`src/common/ssp_pkg.sv`:
```
// shared constants and types for the synchronous serial port
// assumes a single 20 MHz system clock and no software register map
package ssp_pkg;
  // ----------------------------------------------------------------
  // sizes
  // ----------------------------------------------------------------
  localparam int         SSP_DW        = 16;
  localparam int         SSP_DEPTH     = 8;
  localparam logic [3:0] SSP_FIFO_FULL = 4'h8;
  localparam logic [3:0] SSP_LEN_MIN   = 4'h3;
  // a half bit under three clocks would sample rxd before it clears the synchroniser
  localparam logic [7:0] SSP_PRE_MIN   = 8'h03;
  localparam logic [3:0] SSP_MSB       = 4'hF;

  // ----------------------------------------------------------------
  // types
  // ----------------------------------------------------------------
  typedef enum logic [1:0] {
    SSP_FMT_SPI   = 2'b00,
    SSP_FMT_PULSE = 2'b01,
    SSP_FMT_SELHI = 2'b10
  } ssp_fmt_t;

  typedef enum logic [1:0] {
    SSP_ST_IDLE  = 2'b00,
    SSP_ST_PULSE = 2'b01,
    SSP_ST_SHIFT = 2'b10,
    SSP_ST_GAP   = 2'b11
  } ssp_state_t;

  typedef struct packed {
    logic       enable;
    logic       slave;
    logic       out_dis;
    ssp_fmt_t   fmt;
    logic [3:0] len_m1;
    logic [7:0] pre;
    logic [7:0] div;
  } ssp_cfg_t;

  function automatic logic [2:0] ssp_inc(input logic [2:0] p);
    ssp_inc = p + 3'h1;
  endfunction
endpackage

```
`src/hw/ssp_core.sv`:
```
// synchronous serial port: fifos, master clock generator, shift engine
// assumes config is static while a frame is in flight; link pins are async
`timescale 1ns/100ps
module ssp_core (
  // clock, reset, enable
  input  wire logic               i_clk_sys,
  input  wire logic               i_resetn,
  input  wire logic               i_ce,
  // configuration
  input  wire ssp_pkg::ssp_cfg_t  i_cfg,
  // transmit words
  input  wire logic               i_tx_valid,
  input  wire logic [15:0]        i_tx_data,
  output logic                    o_tx_ready,
  // receive words
  output logic                    o_rx_valid,
  output logic [15:0]             o_rx_data,
  input  wire logic               i_rx_ready,
  // link
  input  wire logic               i_sclk,
  output logic                    o_sclk,
  output logic                    o_sclk_oe,
  input  wire logic               i_frm,
  output logic                    o_frm,
  output logic                    o_frm_oe,
  output logic                    o_txd,
  output logic                    o_txd_oe,
  input  wire logic               i_rxd,
  // status
  output logic                    o_busy,
  output logic                    o_overrun
);
  import ssp_pkg::*;

  // ----------------------------------------------------------------
  // storage
  // ----------------------------------------------------------------
  logic [15:0] tx_mem_ff [SSP_DEPTH];
  logic [15:0] rx_mem_ff [SSP_DEPTH];
  logic [2:0]  tx_wr_ff, tx_rd_ff, rx_wr_ff, rx_rd_ff;
  logic [3:0]  tx_cnt_ff, rx_cnt_ff;
  ssp_state_t  state_ff, nxt_state;
  logic [15:0] sh_tx_ff, sh_rx_ff, nxt_sh_tx, nxt_sh_rx, o_rx_data_ff;
  logic [3:0]  bit_ff, nxt_bit;
  logic [7:0]  pre_cnt_ff, div_cnt_ff;
  logic        phase_ff, nxt_phase;
  logic [2:0]  sclk_s_ff, frm_s_ff;
  logic [1:0]  rxd_s_ff;
  logic        o_tx_ready_ff, o_rx_valid_ff, o_sclk_ff, o_frm_ff, o_txd_ff;
  logic        o_sclk_oe_ff, o_frm_oe_ff, o_txd_oe_ff, o_busy_ff, o_overrun_ff;

  // ----------------------------------------------------------------
  // decode
  // ----------------------------------------------------------------
  wire         master    = i_cfg.enable & ~i_cfg.slave;
  wire         slave     = i_cfg.enable & i_cfg.slave;
  wire [3:0]   len_m1    = (i_cfg.len_m1 < SSP_LEN_MIN) ? SSP_LEN_MIN : i_cfg.len_m1;
  wire [7:0]   pre_eff   = (i_cfg.pre < SSP_PRE_MIN) ? SSP_PRE_MIN : i_cfg.pre;
  wire         frm_idle  = (i_cfg.fmt == SSP_FMT_SPI);
  wire         pre_wrap  = (pre_cnt_ff == pre_eff - 8'h01);
  wire         half_tick = pre_wrap & (div_cnt_ff == i_cfg.div);
  wire         rxd_s     = rxd_s_ff[1];
  // slave edges use only the second and third synchroniser stages
  wire         s_rise    = sclk_s_ff[1] & ~sclk_s_ff[2];
  wire         s_fall    = ~sclk_s_ff[1] & sclk_s_ff[2];
  wire         f_rise    = frm_s_ff[1] & ~frm_s_ff[2];
  wire         f_fall    = ~frm_s_ff[1] & frm_s_ff[2];
  wire         s_start   = (i_cfg.fmt == SSP_FMT_SELHI) ? f_rise : f_fall;
  wire         s_abort   = (i_cfg.fmt != SSP_FMT_PULSE) && (frm_s_ff[1] == frm_idle);
  wire         in_shift  = (state_ff == SSP_ST_SHIFT);
  wire         rise      = in_shift & (master ? (half_tick & ~phase_ff) : s_rise);
  wire         fall      = in_shift & (master ? (half_tick & phase_ff) : s_fall);
  wire         done      = fall & (bit_ff == len_m1);
  wire         tx_empty  = (tx_cnt_ff == 4'h0);
  wire         rx_full   = (rx_cnt_ff == SSP_FIFO_FULL);
  wire         m_start   = master & ~tx_empty & ~rx_full & (state_ff == SSP_ST_IDLE);
  wire         sl_start  = slave & s_start & (state_ff == SSP_ST_IDLE);
  wire         start     = m_start | sl_start;
  wire         tx_pop    = start & ~tx_empty;
  wire         tx_push   = i_tx_valid & o_tx_ready_ff;
  wire         rx_pop    = i_rx_ready & o_rx_valid_ff;
  wire         rx_push   = done & ~rx_full;
  wire [15:0]  tx_head   = tx_empty ? 16'h0000 : tx_mem_ff[tx_rd_ff];
  wire [15:0]  tx_align  = tx_head << (SSP_MSB - len_m1);
  wire [3:0]   tx_cnt_n  = tx_cnt_ff + {3'h0, tx_push} - {3'h0, tx_pop};
  wire [3:0]   rx_cnt_n  = rx_cnt_ff + {3'h0, rx_push} - {3'h0, rx_pop};
  wire [2:0]   rx_rd_n   = rx_pop ? ssp_inc(rx_rd_ff) : rx_rd_ff;
  wire [15:0]  rx_head_n = (rx_push && rx_wr_ff == rx_rd_n) ? sh_rx_ff : rx_mem_ff[rx_rd_n];

  // ----------------------------------------------------------------
  // shift engine
  // ----------------------------------------------------------------
  always_comb begin
    nxt_state = state_ff;
    nxt_sh_tx = sh_tx_ff;
    nxt_sh_rx = sh_rx_ff;
    nxt_bit   = bit_ff;
    nxt_phase = phase_ff;
    case (state_ff)
      SSP_ST_IDLE: begin
        if (start) begin
          nxt_sh_tx = tx_align;
          nxt_sh_rx = 16'h0000;
          nxt_bit   = 4'h0;
          nxt_phase = 1'b0;
          nxt_state = (m_start && i_cfg.fmt == SSP_FMT_PULSE) ? SSP_ST_PULSE : SSP_ST_SHIFT;
        end
      end
      SSP_ST_PULSE: begin
        // pulse lasts one full bit time before the first data bit
        if (half_tick) begin
          nxt_phase = ~phase_ff;
          if (phase_ff) begin
            nxt_state = SSP_ST_SHIFT;
          end
        end
      end
      SSP_ST_SHIFT: begin
        if (!i_cfg.enable || (slave && s_abort)) begin
          nxt_state = SSP_ST_IDLE;
        end else if (rise) begin
          nxt_sh_rx = {sh_rx_ff[14:0], rxd_s};
          nxt_phase = 1'b1;
        end else if (fall) begin
          nxt_phase = 1'b0;
          nxt_sh_tx = {sh_tx_ff[14:0], 1'b0};
          nxt_bit   = bit_ff + 4'h1;
          if (done) begin
            nxt_state = master ? SSP_ST_GAP : SSP_ST_IDLE;
          end
        end
      end
      SSP_ST_GAP: begin
        // idle frame for one half bit so selects see a clean edge
        if (half_tick || !master) begin
          nxt_state = SSP_ST_IDLE;
        end
      end
      default: begin
        nxt_state = SSP_ST_IDLE;
      end
    endcase
  end

  always_ff @(posedge i_clk_sys) begin
    if (!i_resetn) begin
      state_ff <= SSP_ST_IDLE;
      sh_tx_ff <= 16'h0000;
      sh_rx_ff <= 16'h0000;
      bit_ff   <= 4'h0;
      phase_ff <= 1'b0;
    end else if (i_ce) begin
      state_ff <= nxt_state;
      sh_tx_ff <= nxt_sh_tx;
      sh_rx_ff <= nxt_sh_rx;
      bit_ff   <= nxt_bit;
      phase_ff <= nxt_phase;
    end
  end

  // ----------------------------------------------------------------
  // master bit clock: prescaler then divider, half bit per tick
  // ----------------------------------------------------------------
  always_ff @(posedge i_clk_sys) begin
    if (!i_resetn || (i_ce && (state_ff == SSP_ST_IDLE || !master))) begin
      pre_cnt_ff <= 8'h00;
      div_cnt_ff <= 8'h00;
    end else if (i_ce) begin
      pre_cnt_ff <= pre_wrap ? 8'h00 : pre_cnt_ff + 8'h01;
      div_cnt_ff <= half_tick ? 8'h00 : (pre_wrap ? div_cnt_ff + 8'h01 : div_cnt_ff);
    end
  end

  // ----------------------------------------------------------------
  // pin synchronisers
  // ----------------------------------------------------------------
  always_ff @(posedge i_clk_sys) begin
    if (!i_resetn) begin
      sclk_s_ff <= 3'h0;
      frm_s_ff  <= 3'h7;
      rxd_s_ff  <= 2'h0;
    end else if (i_ce) begin
      sclk_s_ff <= {sclk_s_ff[1:0], i_sclk};
      frm_s_ff  <= {frm_s_ff[1:0], i_frm};
      rxd_s_ff  <= {rxd_s_ff[0], i_rxd};
    end
  end

  // ----------------------------------------------------------------
  // fifos
  // ----------------------------------------------------------------
  always_ff @(posedge i_clk_sys) begin
    if (!i_resetn) begin
      tx_wr_ff  <= 3'h0;
      tx_rd_ff  <= 3'h0;
      rx_wr_ff  <= 3'h0;
      rx_rd_ff  <= 3'h0;
      tx_cnt_ff <= 4'h0;
      rx_cnt_ff <= 4'h0;
    end else if (i_ce) begin
      if (tx_push) begin
        tx_mem_ff[tx_wr_ff] <= i_tx_data;
        tx_wr_ff            <= ssp_inc(tx_wr_ff);
      end
      if (tx_pop) begin
        tx_rd_ff <= ssp_inc(tx_rd_ff);
      end
      if (rx_push) begin
        rx_mem_ff[rx_wr_ff] <= sh_rx_ff;
        rx_wr_ff            <= ssp_inc(rx_wr_ff);
      end
      if (rx_pop) begin
        rx_rd_ff <= ssp_inc(rx_rd_ff);
      end
      tx_cnt_ff <= tx_cnt_n;
      rx_cnt_ff <= rx_cnt_n;
    end
  end

  // ----------------------------------------------------------------
  // registered outputs
  // ----------------------------------------------------------------
  wire frm_act = (i_cfg.fmt == SSP_FMT_PULSE) ? (nxt_state == SSP_ST_PULSE)
                 : (nxt_state == SSP_ST_SHIFT);
  always_ff @(posedge i_clk_sys) begin
    if (!i_resetn) begin
      o_tx_ready_ff <= 1'b0;
      o_rx_valid_ff <= 1'b0;
      o_rx_data_ff  <= 16'h0000;
      o_sclk_ff     <= 1'b0;
      o_frm_ff      <= 1'b1;
      o_txd_ff      <= 1'b0;
      o_sclk_oe_ff  <= 1'b0;
      o_frm_oe_ff   <= 1'b0;
      o_txd_oe_ff   <= 1'b0;
      o_busy_ff     <= 1'b0;
      o_overrun_ff  <= 1'b0;
    end else if (i_ce) begin
      o_tx_ready_ff <= (tx_cnt_n != SSP_FIFO_FULL);
      o_rx_valid_ff <= (rx_cnt_n != 4'h0);
      o_rx_data_ff  <= rx_head_n;
      o_sclk_ff     <= master & (nxt_state == SSP_ST_SHIFT) & nxt_phase;
      o_frm_ff      <= frm_act ? ~frm_idle : frm_idle;
      o_txd_ff      <= nxt_sh_tx[15];
      o_sclk_oe_ff  <= master;
      o_frm_oe_ff   <= master;
      // a muted slave leaves the shared receive line to its peers
      o_txd_oe_ff   <= master | (slave & ~i_cfg.out_dis & (nxt_state == SSP_ST_SHIFT));
      o_busy_ff     <= (nxt_state != SSP_ST_IDLE) | ~tx_empty;
      o_overrun_ff  <= done & rx_full;
    end
  end
  assign o_tx_ready = o_tx_ready_ff;
  assign o_rx_valid = o_rx_valid_ff;
  assign o_rx_data  = o_rx_data_ff;
  assign o_sclk     = o_sclk_ff;
  assign o_sclk_oe  = o_sclk_oe_ff;
  assign o_frm      = o_frm_ff;
  assign o_frm_oe   = o_frm_oe_ff;
  assign o_txd      = o_txd_ff;
  assign o_txd_oe   = o_txd_oe_ff;
  assign o_busy     = o_busy_ff;
  assign o_overrun  = o_overrun_ff;
endmodule // ssp_core

```
`config.mk`:
```
export PLATFORM = sky130hd
export DESIGN_NAME = ssp_core
export DESIGN_NICKNAME = d
export VERILOG_FILES = /design/src/common/ssp_pkg.sv /design/src/hw/ssp_core.sv
export SDC_FILE = /design/constraint.sdc
export NUM_CORES = 1
export LEC_CHECK = 0
export BUFFER_PORTS_ARGS = -buffer_cell sky130_fd_sc_hd__buf_4
export CORE_MARGIN = 2
export CORE_UTILIZATION = 35
export CTS_BUF_LIST = sky130_fd_sc_hd__clkbuf_16
export CTS_CLUSTER_SIZE = 24
export DETAILED_ROUTE_END_ITERATION = 10
export PLACE_DENSITY = 0.46
export SYNTH_ARGS = -nofsm -noshare
export SYNTH_HDL_FRONTEND = slang
export SYNTH_SLANG_ARGS = --single-unit
```
`constraint.sdc`:
```
create_clock -name i_clk_sys -period 17.9 [get_ports i_clk_sys]
set_input_delay 3.58 -clock i_clk_sys [delete_from_list [all_inputs] [get_ports i_clk_sys]]
set_output_delay 3.58 -clock i_clk_sys [all_outputs]
set_load 0.1 [all_outputs]
```
==> results of run 1 <==
==> cells by family (layout without fill, tap and decap cells) <==
| kind of cell | Yosys count | after routing | share of synthesized area (%) |
|---|---|---|---|
| flip-flops | 366 | 366 | 61.12 |
| AND/OR/NAND/NOR | 340 | 340 | 10.54 |
| AO/OA/AOI/OAI | 181 | 181 | 7.926 |
| multiplexers | 137 | 137 | 13.45 |
| buffers and inverters | 94 | 203 | 2.552 |
| XOR/XNOR | 47 | 47 | 2.544 |
| adder cells (fa/ha/maj) | 23 | 23 | 1.864 |
==> synthesized netlist by cell type, drive strengths merged (5+ instances only) <==
master    n
o21ai    26
a22oi     5
and3      8
inv      22
ha       20
a21boi   38
mux4     64
a21oi    38
a21o      5
a31oi     5
o211a     6
clkbuf   41
xor2     16
nor3b     9
nand4     7
nor2b    22
mux2i    69
nor3     27
o211ai   17
nand3    32
dfxtp   110
a221oi   12
nor2     76
and2     17
nand3b    7
edfxtp  256
nand2    88
nand2b   28
buf      31
xnor2    31
==> sequential cells by signal, indices dropped and copies added (netlist names), 2 cells and up, named ones only <==
register and count:
tx_mem_ff 128, frm_s_ff 3, pre_cnt_ff 8, tx_rd_ff 3, sh_rx_ff 16, rx_cnt_ff 4, o_rx_data 16, tx_wr_ff 3
tx_cnt_ff 4, rx_wr_ff 3, rx_rd_ff 3, div_cnt_ff 8, rx_mem_ff 128, bit_ff 4, sh_tx_ff 16, rxd_s_ff 2
state_ff 2, sclk_s_ff 3
==> cell type report <==
class / count / area, sq um / share of cell area (%)
Multi-Input combinational cell: 728 / 5959 / 31.65
Tap cell: 600 / 750.7 / 3.987
Timing Repair Buffer: 102 / 765.7 / 4.067
Clock inverter: 35 / 279.0 / 1.482
Inverter: 22 / 82.58 / 0.4386
Clock buffer: 44 / 1101 / 5.848
Sequential cell: 366 / 9891 / 52.53
==> metal layers <==
layer / wire length (um) / track usage, % / part of all wire [%]
met1: 17090 / 20.92 / 46
met2: 17590 / 26.62 / 48
met5: 0 / 0 / 0
met4: 749 / 4.459 / 2.0
met3: 1394 / 2.911 / 3.8
==> worst max path at each step <==
stage | cells past startpoint | from | end | slack (ps)
after floorplan | 17 | i_cfg[13] | rx_mem_ff[0][0] | 9700
after global placement | 17 | i_cfg[14] | rx_mem_ff[6][2] | 9590
after detailed placement | 17 | i_cfg[14] | rx_mem_ff[6][5] | 9460
after CTS | 17 | i_cfg[14] | rx_mem_ff[6][4] | 10040
after global routing | 17 | i_cfg[14] | rx_mem_ff[6][2] | 9570
final | 17 | i_cfg[14] | rx_mem_ff[2][3] | 10060
==> through the flow <==
step                cells  setup slack (ps)  power (uW)
CTS                  1897             10040        2032
global placement     1818              9587        1176
global route         1897              9572        2092
floorplan            1188              9698        1116
finish               1897             10060        2000
detailed placement   1818              9459        1176
==> power by group through the flow <==
stage          sequential (uW)  combinational [uW]  clock (uW)
2_1_floorplan              975                 141           0
3_3_place_gp               941                 235           0
3_5_place_dp               941                 235           0
4_1_cts                    923                 236         873
5_1_grt                    924                 256         912
6_report                   923                 231         845
==> worst register-to-register path, delay by kind of cell (launching register included) <==
family | cells | cell delay (ps)
simple gates | 8 | 2550
flops | 1 | 390
buf+inv | 1 | 350
xor+xnor | 1 | 210
mux | 1 | 130
fa+ha+maj | 1 | 190
compound gates | 1 | 450
==> results.md, run 1 <==
* Status: complete, no violations
* Startpoint Class: input pin
* Initial drt markers at 645
* Leak at 0.006676 uW
* RSZ-0062 raised after global routing: false
* Syn_area_per_cell at 13.62 sq um
* Setup CP Type: input pin to flip-flop
* CP peak stage delay at 550 ps
* Switching Fraction at 25.23%
* Final hold violation count at 0
* Ys Warns at 0
* Worst Tran Pin Value at 1101 ps
* DPL Wire Length at 22290 um
* Max IR drop VDD at 0.00007188 V
* Final setup vio count at 0
* Routed Antenna Nets at 0
* Slew Viols, Final at 0
* Clock power frac at 42.3%
* Core area at 45480 sq um
* Layout cells sized above 1 at 19.43%
* Top Ports at 75
* Yosys top cell by area: edfxtp_1
* Max_cap viols at 0
* Sequential power share at 46.2%
* Fillers at 4326
* Fin crit share at 43.82%
* # diodes at 0
* Hold_sp: o_rx_data[5]
* Antenna violations before repair at 0
* Ys async rst share at 0%
* PD cells at 106.2 nW/um^2
* Required time worst endpoint at 18140 ps
* Power share of the combinational group at 11.6%
* Die width at 219.0 um
* Setup slack, reg-to-reg at 13300 ps
* Syn Std Cell Area at 16180 sq um
* Clock Skew at 27.90 ps
* Clk_lat worst skew at 570 ps
* FP Rows at 78
* Post-CTS Hold Fix Bufs at 0
* Die ar. at 47970 sq um
* CP top delay family: simple AND/OR/NAND/NOR gates
* Seq/Total Area, Yosys at 61.12%
* P&R area growth vs syn at 16.37%
* Worst hold margin at 468.1 ps
* Routability cong. at 0.8278
* Vias at 9668
* Cell area after layout at 18830 sq um
* Fin crit period at 7844 ps
* Hold Crit Class: flip-flop to flip-flop
* FF-to-FF Start: pre_cnt_ff[6]
* CTS tree: yes
* Largest cells by area after synthesis: edfxtp_1, dfxtp_1, mux4_2
* Synth Flop Type: edfxtp_1
* # H-tree levels at 2
* Hold EP: o_rx_data[5]
* F_max at 127.5 MHz
* DP Area at 17450 sq um
* Grt ovf at 0
* EDFF count, synth at 256
* First-pass GRT wire length at 58130 um
* Critical-path top delay cell: nor4_2
* Crit-path cells: buf_4, nor4_2, a21oi_1, ha_1, xor2_1, o2111ai_1, a2111o_1, nor2_1, and3_1, ha_1, mux2i_1, nor4_2, and3_1, nand2_1, or2_1, nor2_1, buf_4
* Die Ht at 219.0 um
* Largest net degree at the start of global routing at 60
* Root Buffer: clkbuf_16
* Cts bufs inserted at 43
* Post-Syn Instances at 1188
* Yosys top cell area share at 47.51%
* Crit path max fanout at 10
* Psw at 504.6 uW
* PostCTS Resize Cnt at 0
* Total track usage at 15.82%
* CP Buf/Inv Count at 2
* P_int at 1495 uW
* Setup Buffers After CTS at 0
* DRC errors left at 0
* 1st-pass router iterations at 4
* Hold path depth at 2
* Vias in the first global route at 9844
* Starting density of the core at 35.58%
* Mapped Nets at 1259
* Leading cell type in the layout, fill and taps excluded: edfxtp_1
* Port buffer count at 74
* Clock transition at the registers of the reported paths at 50 ps
* Wire per inst at 19.41 um
* Yosys cell types at 73
* WL final at 36820 um
* Synth Register Bits at 366
* Critical R2R Capture: rx_mem_ff[2][3]
* Crit end category: flip-flop
* DR vias/cell at 5.096
* Clock Sink Count at 366
* R2R depth at 13
* Final cell utilization of the core at 41.40%
* Post-layout net count at 1334
* Setup TNS Final at 0 ps
* Worst Path Arrival at 8090 ps
* Clock buffer depth at 3
* Commonest non-fill, non-tap cells in the layout: edfxtp_1, dfxtp_1, buf_4, nand2_1, nor2_1
* Slew headroom at 26.61%
Power figures use the tool's default switching activity.
==> inputs of run 2 (changes only) <==
Clock period 17.9 ns to 7.4 ns, I/O delays scaled along.
==> run 2 against run 1 <==
Net effect:
- via count fell by 0.70%
- routed wire length rose by 0.15%
- sequential share of layout area shrank 0.15 points
- register-to-register slack got worse by 10000 ps
- sequential power is 140% higher
- sequential cell count stayed put
- cell area increased by 0.29%
- die area is the same
- count of clock-buffer cells in the layout down 2
- combinational power grew 140%
- non-clock buffer count is 4 higher
- total power is 150% higher
- critical path type unchanged
- largest cell class unchanged
==> results.md, run 2 (synthesized netlist as in run 1, its figures left out) <==
* Initial drt markers at 526 (-18%)
* Clock Skew at 19.03 ps (-8.869 ps)
* Status: complete, no violations
* Post-CTS Hold Fix Bufs at 0 (unchanged)
* Final hold violation count at 0 (unchanged)
* FP Rows at 78 (unchanged)
* Total track usage at 15.81% (about the same)
* Slew Viols, Final at 0 (unchanged)
* DP Area at 17480 sq um (+0.17%)
* 1st-pass router iterations at 5 (+1)
* PD cells at 259.5 nW/um^2 (+140%)
* Layout cells sized above 1 at 19.71% (+0.28 points)
* Setup Buffers After CTS at 0 (unchanged)
* Final setup vio count at 0 (unchanged)
* Reg area at 9891 sq um (unchanged)
* Vias at 9600 (-0.70%)
* Required time worst endpoint at 7650 ps (-10490 ps)
* Leading registers by flop count: rx_mem_ff x128, tx_mem_ff x128
* Leak at 0.006699 uW (+0.35%)
* F_max at 183.5 MHz
* Top Ports at 75 (unchanged)
* Routability cong. at 0.8352 (+0.89%)
* CTS tree: yes
* Routed Antenna Nets at 0 (unchanged)
* Cell area after layout at 18880 sq um (+0.29%)
* DR vias/cell at 5.053 (-0.86%)
* Cell Count, Final, Fillers Out at 1900 (+0.16%)
* Setup CP Type: input pin to flip-flop
* Clk_lat worst skew at 580 ps (about the same)
* Largest net degree at the start of global routing at 68 (+13%)
* Vias in the first global route at 9875 (+0.31%)
* Die ar. at 47970 sq um (unchanged)
* Starting density of the core at 35.58% (unchanged)
* Max_cap viols at 0 (unchanged)
* First-pass GRT wire length at 58000 um (-0.21%)
* Commonest non-fill, non-tap cells in the layout: edfxtp_1, dfxtp_1, buf_4, nand2_1, nor2_1
* Crit path max fanout at 11 (+1)
* Root Buffer: clkbuf_16
* Leading cell type in the layout, fill and taps excluded: edfxtp_1
* Crit end category: flip-flop
* Setup TNS Final at 0 ps (unchanged)
* Fillers at 4316 (-0.23%)
* Clock Sink Count at 366 (unchanged)
* Startpoint Class: input pin
* Fin crit period at 5449 ps
* Antenna violations before repair at 1 (+1)
* DP Cell Count at 1822 (+0.22%)
* PostCTS Resize Cnt at 0 (unchanged)
* Cts bufs inserted at 42 (-2.3%)
* Max IR drop VDD at 0.0002066 V (+190%)
* Worst Tran Pin Value at 902.7 ps (-198.1 ps)
* Clock transition at the registers of the reported paths at 60 ps (about the same)
* Hold Crit Class: flip-flop to flip-flop
* Die width at 219.0 um (unchanged)
* Clock buffer depth at 3 (unchanged)
* # H-tree levels at 2 (unchanged)
* Slew headroom at 39.82% (+13 points)
* Worst Path Arrival at 5700 ps (-2390 ps)
* WL final at 36870 um (+0.15%)
* Worst hold margin at 469.8 ps (+1.660 ps)
* Post-layout net count at 1337 (+0.22%)
* Final cell utilization of the core at 41.52% (+0.12 points)
* Grt ovf at 0 (unchanged)
* DRC errors left at 0 (unchanged)
* RSZ-0062 raised after global routing: false
* P&R area growth vs syn at 16.71%
* Area of the multi-input gates at 5959 sq um (unchanged)
* Fin crit share at 73.64%
* Die Ht at 219.0 um (unchanged)
* Port buffer count at 74 (unchanged)
* Wire per inst at 19.41 um (about the same)
* Core area at 45480 sq um (unchanged)
* DPL Wire Length at 22290 um (about the same)
run 2: cell count changes in the layout (fill, tap and decap cells not counted), sizes merged:
cell / delta
buf: +4
bufinv: +3
clkbuf: -2
clkinv: +3
clkinvlp: -2
diode: +1
inv: -4
run 2: final cells by class:
class	instances	area share, %
diodes	1	0.01325
flip-flops and latches	366	52.38
inverters	22	0.4373
multi-input cells	728	31.56
repair buffers	106	4.214
well taps	600	3.975
clock inverters	35	1.862
clock buffers	42	5.565
run 2: metal layers:
metal  track usage (%)  share of wire (%)
met3             2.827                3.5
met2             26.68                 48
met4             4.752                2.2
met1             20.79                 46
met5                 0                  0
run 2: worst paths after layout:
kind | startpoint | endpoint | slack (ps) | cells after the start
setup / recovery | i_cfg[14] | rx_mem_ff[7][5] | 1950 | 16
hold / removal | o_rx_data[15] | o_rx_data[15] | 470 | 2
setup reg to reg | pre_cnt_ff[6] | rx_mem_ff[7][5] | 3070 | 12
hold reg to reg | o_rx_data[15] | o_rx_data[15] | 470 | 2
run 2: per-stage QoR:
| step | setup WS, ps | total power (uW) |
|---|---|---|
| finish | 1951 | 4901 |
| global route | 1618 | 5104 |
| CTS | 1937 | 4979 |
| detailed placement | 1333 | 2844 |
| global placement | 1437 | 2843 |
| floorplan | 1298 | 2700 |
run 2: worst max-delay path, stage by stage:
cell       delay (ps)
buf_4             130
nor4_2            450
a21oi_1           150
ha_1              320
xor2_1            140
o2111ai_1         150
a2111o_1          350
nor2_1            100
and3_1            210
ha_1              180
mux2i_1           120
nor4_2            490
and3_1            350
nand3_1           190
nor2_1            530
buf_4             340
run 2: report_power, final:
part | switching, uW | internal [uW] | leakage, uW
combinational | 342 | 218 | 0.00267
clock | 855 | 1250 | 0.000713
sequential | 25.4 | 2210 | 0.00331
total | 1220 | 3680 | 0.00670
